File: src/design/shc_pkg.sv
// package for the serial host control register block
// Overview of operation
// - bit7 forces chip select high, else pin
// - bit6 bypasses pad glitch filter and slew
// - bit5 holds register address fixed per transaction
// - bit4 powers down auxiliary synthesiser
// - bit3 powers down video synthesiser
// - bit2 selects differential reference, resets one
// - bit1 gates logic clocks, mask may narrow
// - bit0 sleeps: gates clocks, analog off, maskable
package shc_pkg;
    localparam logic [7:0] SHC_OFS_CTRL_ONE  = 8'h00;
    localparam int         SHC_BIT_FORCE_SEL = 7;
    localparam int         SHC_BIT_PAD_BYP   = 6;
    localparam int         SHC_BIT_STEP_INH  = 5;
    localparam int         SHC_BIT_AUX_OFF   = 4;
    localparam int         SHC_BIT_VID_OFF   = 3;
    localparam int         SHC_BIT_REF_DIFF  = 2;
    localparam int         SHC_BIT_CLK_GATE  = 1;
    localparam int         SHC_BIT_SLEEP     = 0;
    localparam logic [7:0] SHC_RST_CTRL_ONE  = 8'h04;
    localparam logic [6:0] SHC_DEV_ADDR      = 7'h44;
endpackage

File: src/design/shc_reg_if.sv
// carrier between the serial engine and the register file
`timescale 1ns/1ps
`default_nettype none
interface shc_reg_if;
    logic       wr;
    logic       rd;
    logic [7:0] addr;
    logic [7:0] wdata;
    logic [7:0] rdata;
    logic       step_inhibit;
    modport engine (output wr, output rd, output addr, output wdata,
                    input rdata, input step_inhibit);
    modport regs   (input wr, input rd, input addr, input wdata,
                    output rdata, output step_inhibit);
endinterface
`default_nettype wire

File: src/design/shc_regfile.sv
// control register one and its decoded outputs
`timescale 1ns/1ps
`default_nettype none
module shc_regfile
    import shc_pkg::*;
(
    // clock and reset
    input  wire logic  clk_sys,
    input  wire logic  resetn,
    // engine side
    shc_reg_if.regs    rb,
    // control outputs
    output logic [7:0] ctrl
);
    typedef struct packed {
        logic [7:0] ctrl;
    } shc_rf_t;
    shc_rf_t s, next_s;
    always_comb begin
        next_s = s;
        if (rb.wr && rb.addr == SHC_OFS_CTRL_ONE) begin
            next_s.ctrl = rb.wdata;
        end
    end
    always_ff @(posedge clk_sys) begin
        if (!resetn) begin
            s.ctrl <= SHC_RST_CTRL_ONE;
        end else begin
            s <= next_s;
        end
    end
    // unmapped offsets read zero
    assign rb.rdata        = (rb.addr == SHC_OFS_CTRL_ONE) ? s.ctrl : 8'h00;
    assign rb.step_inhibit = s.ctrl[SHC_BIT_STEP_INH];
    assign ctrl            = s.ctrl;
endmodule // shc_regfile
`default_nettype wire

File: src/design/shc_top.sv
// serial host control: i2c slave engine plus control register one
`timescale 1ns/1ps
`default_nettype none
module shc_top
    import shc_pkg::*;
(
    // clock and reset
    input  wire logic clk_sys,
    input  wire logic resetn,
    // serial pins
    input  wire logic scl_in,
    input  wire logic sda_in,
    output logic      sda_out,
    output logic      sda_oe,
    input  wire logic select_or_port_clock_pin,
    // clock gating and analog power mask inputs
    input  wire logic gate_fivefold_only,
    input  wire logic gate_video_only,
    input  wire logic [1:0] analog_keep_mask,
    // control outputs
    output logic      force_select_override,
    output logic      pad_filter_bypass,
    output logic      address_step_inhibit,
    output logic      aux_synth_off,
    output logic      video_synth_off,
    output logic      ref_differential,
    output logic      logic_clock_gate,
    output logic      sleep_mode,
    output logic      gate_system_clock,
    output logic      gate_video_clock,
    output logic      gate_fivefold_clock,
    output logic [1:0] analog_power_down,
    output logic      chip_select_eff
);
    import shc_pkg::*;

    typedef enum {ST_IDLE, ST_ADDR, ST_AACK, ST_REG, ST_RACK, ST_WDAT, ST_WACK,
                  ST_RDAT, ST_RCHK} shc_st_t;
    typedef struct packed {
        logic [1:0] scl_sy;
        logic [1:0] sda_sy;
        logic [1:0] sel_sy;
        logic       scl_q;
        logic       sda_q;
        shc_st_t    st;
        logic [2:0] bitn;
        logic       full;
        logic [7:0] sh;
        logic [7:0] ptr;
        logic       rnw;
        logic       drive_low;
        logic       wr;
        logic [7:0] wdata;
    } shc_s_t;

    shc_s_t     s, next_s;
    logic [7:0] ctrl;
    shc_reg_if  rb();

    ////////////////////////////////////////////////////////////////////////
    // register file, kept on the ungated system clock
    shc_regfile u_regs (
        .clk_sys (clk_sys),
        .resetn  (resetn),
        .rb      (rb),
        .ctrl    (ctrl)
    );

    ////////////////////////////////////////////////////////////////////////
    // serial engine
    logic scl, sda, scl_rise, scl_fall, start_c, stop_c, sel_ok;
    always_comb begin
        scl      = s.scl_sy[1];
        sda      = s.sda_sy[1];
        scl_rise = scl && !s.scl_q;
        scl_fall = !scl && s.scl_q;
        start_c  = scl && s.scl_q && s.sda_q && !sda;
        stop_c   = scl && s.scl_q && !s.sda_q && sda;
        sel_ok   = ctrl[SHC_BIT_FORCE_SEL] | s.sel_sy[1];
    end

    always_comb begin
        next_s        = s;
        next_s.scl_sy = {s.scl_sy[0], scl_in};
        next_s.sda_sy = {s.sda_sy[0], sda_in};
        next_s.sel_sy = {s.sel_sy[0], select_or_port_clock_pin};
        next_s.scl_q  = scl;
        next_s.sda_q  = sda;
        next_s.wr     = 1'b0;
        if (start_c) begin
            next_s.st        = ST_ADDR;
            next_s.bitn      = 3'h7;
            next_s.full      = 1'b0;
            next_s.drive_low = 1'b0;
        end else if (stop_c) begin
            next_s.st        = ST_IDLE;
            next_s.drive_low = 1'b0;
        end else begin
            case (s.st)
                ST_ADDR, ST_REG, ST_WDAT: begin
                    if (scl_rise) begin
                        next_s.sh   = {s.sh[6:0], sda};
                        next_s.bitn = s.bitn - 3'h1;
                        next_s.full = (s.bitn == 3'h0);
                    end
                    // byte taken on the fall after its eighth rise, never the start's fall
                    if (scl_fall && s.full) begin
                        next_s.full = 1'b0;
                        if (s.st == ST_ADDR) begin
                            if (s.sh[7:1] == SHC_DEV_ADDR && sel_ok) begin
                                next_s.rnw       = s.sh[0];
                                next_s.drive_low = 1'b1;
                                next_s.st        = ST_AACK;
                            end else begin
                                next_s.st = ST_IDLE;
                            end
                        end else if (s.st == ST_REG) begin
                            next_s.ptr       = s.sh;
                            next_s.drive_low = 1'b1;
                            next_s.st        = ST_RACK;
                        end else begin
                            next_s.wr        = 1'b1;
                            next_s.wdata     = s.sh;
                            next_s.drive_low = 1'b1;
                            next_s.st        = ST_WACK;
                        end
                    end
                end
                ST_AACK, ST_RACK, ST_WACK: begin
                    if (scl_fall) begin
                        next_s.drive_low = 1'b0;
                        next_s.bitn      = 3'h7;
                        if (s.st == ST_WACK && !rb.step_inhibit) begin
                            next_s.ptr = s.ptr + 8'h01;
                        end
                        if (s.st == ST_AACK && s.rnw) begin
                            next_s.sh        = rb.rdata;
                            next_s.drive_low = !rb.rdata[7];
                            next_s.st        = ST_RDAT;
                        end else if (s.st == ST_AACK) begin
                            next_s.st = ST_REG;
                        end else begin
                            next_s.st = ST_WDAT;
                        end
                    end
                end
                ST_RDAT: begin
                    if (scl_fall) begin
                        if (s.bitn == 3'h0) begin
                            next_s.drive_low = 1'b0;
                            next_s.st        = ST_RCHK;
                        end else begin
                            next_s.bitn      = s.bitn - 3'h1;
                            next_s.sh        = {s.sh[6:0], 1'b0};
                            next_s.drive_low = !s.sh[6];
                        end
                    end
                end
                ST_RCHK: begin
                    if (scl_rise) begin
                        if (sda) begin
                            next_s.st = ST_IDLE;
                        end else if (!rb.step_inhibit) begin
                            next_s.ptr = s.ptr + 8'h01;
                        end
                    end
                    if (scl_fall && s.st == ST_RCHK && !sda) begin
                        next_s.bitn      = 3'h7;
                        next_s.sh        = rb.rdata;
                        next_s.drive_low = !rb.rdata[7];
                        next_s.st        = ST_RDAT;
                    end
                end
                default: begin
                    next_s.st = ST_IDLE;
                end
            endcase
        end
    end

    always_ff @(posedge clk_sys) begin
        if (!resetn) begin
            s <= '0;
            s.scl_sy <= 2'h3;
            s.sda_sy <= 2'h3;
            s.scl_q  <= 1'b1;
            s.sda_q  <= 1'b1;
            s.st     <= ST_IDLE;
        end else begin
            s <= next_s;
        end
    end

    assign rb.wr    = s.wr;
    assign rb.rd    = (s.st == ST_RDAT);
    assign rb.addr  = s.ptr;
    assign rb.wdata = s.wdata;
    assign sda_out  = 1'b0;
    assign sda_oe   = s.drive_low;

    ////////////////////////////////////////////////////////////////////////
    // control outputs
    always_comb begin
        force_select_override = ctrl[SHC_BIT_FORCE_SEL];
        chip_select_eff       = sel_ok;
        pad_filter_bypass     = ctrl[SHC_BIT_PAD_BYP];
        address_step_inhibit  = ctrl[SHC_BIT_STEP_INH];
        aux_synth_off         = ctrl[SHC_BIT_AUX_OFF] | ctrl[SHC_BIT_SLEEP];
        video_synth_off       = ctrl[SHC_BIT_VID_OFF] | ctrl[SHC_BIT_SLEEP];
        ref_differential      = ctrl[SHC_BIT_REF_DIFF];
        logic_clock_gate      = ctrl[SHC_BIT_CLK_GATE];
        sleep_mode            = ctrl[SHC_BIT_SLEEP];
        gate_fivefold_clock   = (ctrl[SHC_BIT_CLK_GATE] && !gate_video_only)
                                || ctrl[SHC_BIT_SLEEP];
        gate_video_clock      = (ctrl[SHC_BIT_CLK_GATE] && !gate_fivefold_only)
                                || ctrl[SHC_BIT_SLEEP];
        gate_system_clock     = (ctrl[SHC_BIT_CLK_GATE] && !gate_fivefold_only
                                && !gate_video_only) || ctrl[SHC_BIT_SLEEP];
        analog_power_down     = {2{ctrl[SHC_BIT_SLEEP]}} & ~analog_keep_mask;
    end
endmodule // shc_top
`default_nettype wire

File: config.mk
export PLATFORM = sky130hd
export DESIGN_NAME = shc_top
export DESIGN_NICKNAME = d
export VERILOG_FILES = /design/src/design/shc_pkg.sv /design/src/design/shc_reg_if.sv /design/src/design/shc_regfile.sv /design/src/design/shc_top.sv
export SDC_FILE = /design/constraint.sdc
export NUM_CORES = 1
export LEC_CHECK = 0
export BUFFER_PORTS_ARGS = -buffer_cell sky130_fd_sc_hd__buf_2
export CELL_PAD_IN_SITES_DETAIL_PLACEMENT = 2
export CELL_PAD_IN_SITES_GLOBAL_PLACEMENT = 2
export CORE_MARGIN = 1
export CORE_UTILIZATION = 39
export DETAILED_ROUTE_END_ITERATION = 7
export PLACE_DENSITY_LB_ADDON = 0.1
export SLEW_MARGIN = 20
export SYNTH_ARGS = -nofsm -noshare
export SYNTH_HDL_FRONTEND = slang
export SYNTH_SLANG_ARGS = --single-unit
File: constraint.sdc
create_clock -name clk_sys -period 3.73 [get_ports clk_sys]
set_clock_uncertainty 0.1 [all_clocks]
set_input_delay 0.1865 -clock clk_sys [delete_from_list [all_inputs] [get_ports clk_sys]]
set_output_delay 0.1865 -clock clk_sys [all_outputs]
set_load 0.005 [all_outputs]
==> metrics.cfg <==
[outcome]
run_status = complete, no violations

[final_layout]
nNetsFinal = 368
multiInputGateArea_mm2 = 0.001684
seq_area_mm2 = 0.001021
antenna_cells = 0
syn_to_final_growth_pct = 8.392
nFillCells = 811
final_util_pct = 44.68
drive_gt1_share_pct = 12.71

[cts]
root_buffer = clkbuf_8
clkSlewWorstSetupHoldPaths_ps = 90
cts_inserted_buffers = 5
h-tree-depth = 2
cts_tree = built
clk_latency_ps = 310
cts_num_sinks = 51
cts_resized = 0
clk_path_buf_depth = 2

[detailed_routing]
routedWlPerCell_um = 18.08
drc = 0
drt_first_pass_iters = 4
viasPerCell = 5.656
drtIter0Drc = 78
ant_nets = 0
vias = 2545
wirelength_mm = 8.136

[placement]
port_buffers = 23
place.gp.congestion = 0.7485
hpwlAfterDp_mm = 5.976

[synthesis]
ys_warn_count = 0
syn_avg_cell_area_um2 = 8.322
syn_area_mm2 = 0.002863
synth-edff-count = 0
synth-seq-area-share_pct = 35.66
ys_seq_elements = 51
yosys.cell_types.count = 57
synth_nets = 357
synth_flop_cell = dfxtp_1
ys_async_sr_fraction_pct = 0
syn_inst = 344

[floorplan]
die-area_mm2 = 0.007687
initial_utilization_pct = 41.23
io_pins = 25
fp.dieW_um = 87.68
die_y_um = 87.68
row_count = 30
fp.coreArea_mm2 = 0.006944

[timing]
finalSetupTns_ps = 0
layout_min_cycle_time_ps = 2712
worst_slew_pin_slew_ps = 862.7
period_share_pct = 72.71
rsz0062_at_grt = no
fmax_mhz = 368.7
hold_slack_ps = 272.0
setup_viol = 0
relSlewSlack_pct = 42.28
maxSlewViolCount = 0
hold_violations = 0

[setup_path]
ff2ff_path_depth = 7
r2r_start = rb.addr[0]$_SDFFE_PN0P_
cp_max_fo = 11
crit_type = flip-flop to flip-flop
worst_setup_path_start_kind = flip-flop
cp.arrival_ps = 2770
endpoint = u_regs.ctrl[2]$_SDFFE_PN1P_
crit_start = rb.addr[0]$_SDFFE_PN0P_
rrSetupSlack_ps = 1020
r2r-end = u_regs.ctrl[2]$_SDFFE_PN1P_
cp-end-kind = flip-flop
cp.required_ps = 3790

[min_path]
hp-class = input port to flip-flop

[pwr]
power.density_mw_per_mm2 = 404.0
leakage_uw = 0.001202
ir_worst_vdd_mv = 0.2177

[global_route]
grt_max_degree = 36
grt_pass1_vias = 2580
grt-ovfl-total = 0
grt_usage_pct = 22.87
antenna_found_initial = 0
grt_pass1_wl_mm = 13.47

[run]
maxCapViolations = 0

==> metrics by stage <==
step	worst slack, ps	power [uW]	instances	area, um2
after global placement	1051	945.0	441	2997
after detailed placement	991.6	953.5	441	2997
final	1018	1254	450	3103
after CTS	949.6	1265	450	3103
after floorplan	1744	883.1	344	2863
after global routing	777.3	1318	450	3103
==> worst min path at each step <==
stage | to | startpoint | cells past startpoint
4_1_cts | s[64]$_SDFF_PN1_ | resetn | 2
6_report | s[64]$_SDFF_PN1_ | resetn | 2
5_1_grt | next_s[70]$_SDFF_PN1_ | resetn | 2
2_1_floorplan | next_s[68]$_SDFF_PN1_ | sda_in | 1
3_5_place_dp | next_s[70]$_SDFF_PN1_ | scl_in | 2
3_3_place_gp | next_s[68]$_SDFF_PN1_ | sda_in | 2
==> final cells by class <==
type	count	area share (%)
well taps	96	3.871
clock buffers	5	2.218
inverters	11	1.331
multi-input cells	258	54.27
flip-flops and latches	51	32.90
clock inverters	1	0.2419
repair buffers	28	5.161
==> power by group <==
group	leakage [uW]	total (uW)	internal, uW	switching (uW)
registers	0.000413	617	569	48.3
clock network	0.0000361	309	125	184
logic	0.000752	327	138	189
==> logic make-up (layout without fill, tap and decap cells) <==
family,Yosys count,after routing,share of synthesized area [%]
buffers and inverters,35,45,5.507
adders and majority gates,4,4,1.748
muxes,12,12,4.196
other,1,1,0.1310
and+or+nand+nor,153,153,28.28
DFF,51,51,35.66
AOI/OAI and AO/OA,83,83,22.95
xor gates and xnor gates,5,5,1.530
==> cells in the final DEF (no fill, tap or decap), types with 4 or more instances in the layout <==
cell,Yosys,routed
o31ai_1,4,4
mux2i_1,12,12
a21o_1,5,5
or2_2,4,4
xor2_1,4,4
and3_1,5,5
a21oi_1,22,22
buf_2,11,23
o21ai_0,8,8
nand3_1,25,25
nand2_1,46,46
a22o_1,6,6
nor2_1,19,19
nand2b_1,13,13
nor2b_1,9,9
dfxtp_1,51,51
inv_1,10,10
ha_1,4,4
nor3_1,10,10
a211oi_1,7,7
clkbuf_8,0,5
==> synthesized netlist by cell type, drive strengths merged, types with 2 or more instances <==
library cell	number	share of area, %
ha	4	1.7
dfxtp	51	36
nand3	25	4.4
and3	5	1.1
o21bai	3	0.79
nor4b	3	1.4
mux2i	12	4.2
nor2b	9	2.0
a31oi	3	0.66
buf	13	2.6
a21oi	22	3.8
a22o	6	1.8
o211ai	3	1.3
and2	3	0.66
o311a	3	1.0
and3b	3	0.92
nor3b	5	1.7
a311oi	3	0.92
or3	3	0.66
a32o	2	0.70
clkbuf	11	1.5
o21ai	8	1.4
a2111oi	6	3.4
or2	4	0.87
nor2	19	2.5
a21o	5	1.3
a211oi	7	1.8
inv	10	1.3
nand2b	13	2.8
o31ai	4	1.0
nand2	46	6.0
xor2	4	1.2
nor3	10	1.7
==> worst max-delay path, cell delays in order, from the launching register on <==
cell,delay (ps)
dfxtp_1,380
inv_1,90
ha_1,140
or4b_1,510
nor2_1,700
nand2_1,410
nand2_1,160
nand3_1,80
==> per-layer routing <==
metal	routed length [um]	GRT usage [%]	vias up
met5	0	0	-
met4	65	4.471	0
met3	141	3.393	6
met2	3806	38.07	24
met1	4122	31.60	1260
li1	-	-	1255
==> timing repair <==
item | 4_1_cts | 5_1_grt
hold buffers | 3 | 0
hold endpoints to repair | 3 | 0
buffers inserted | 0 | 0
==> state kept, by name (all words and copies together), names as in the netlist <==
name	flops
next_s	5
s	20
u_regs.ctrl	8
rb.wdata	8
rb.wr	1
sda_oe	1
rb.addr	8
Note: power is estimated with default switching activity, not from simulation.
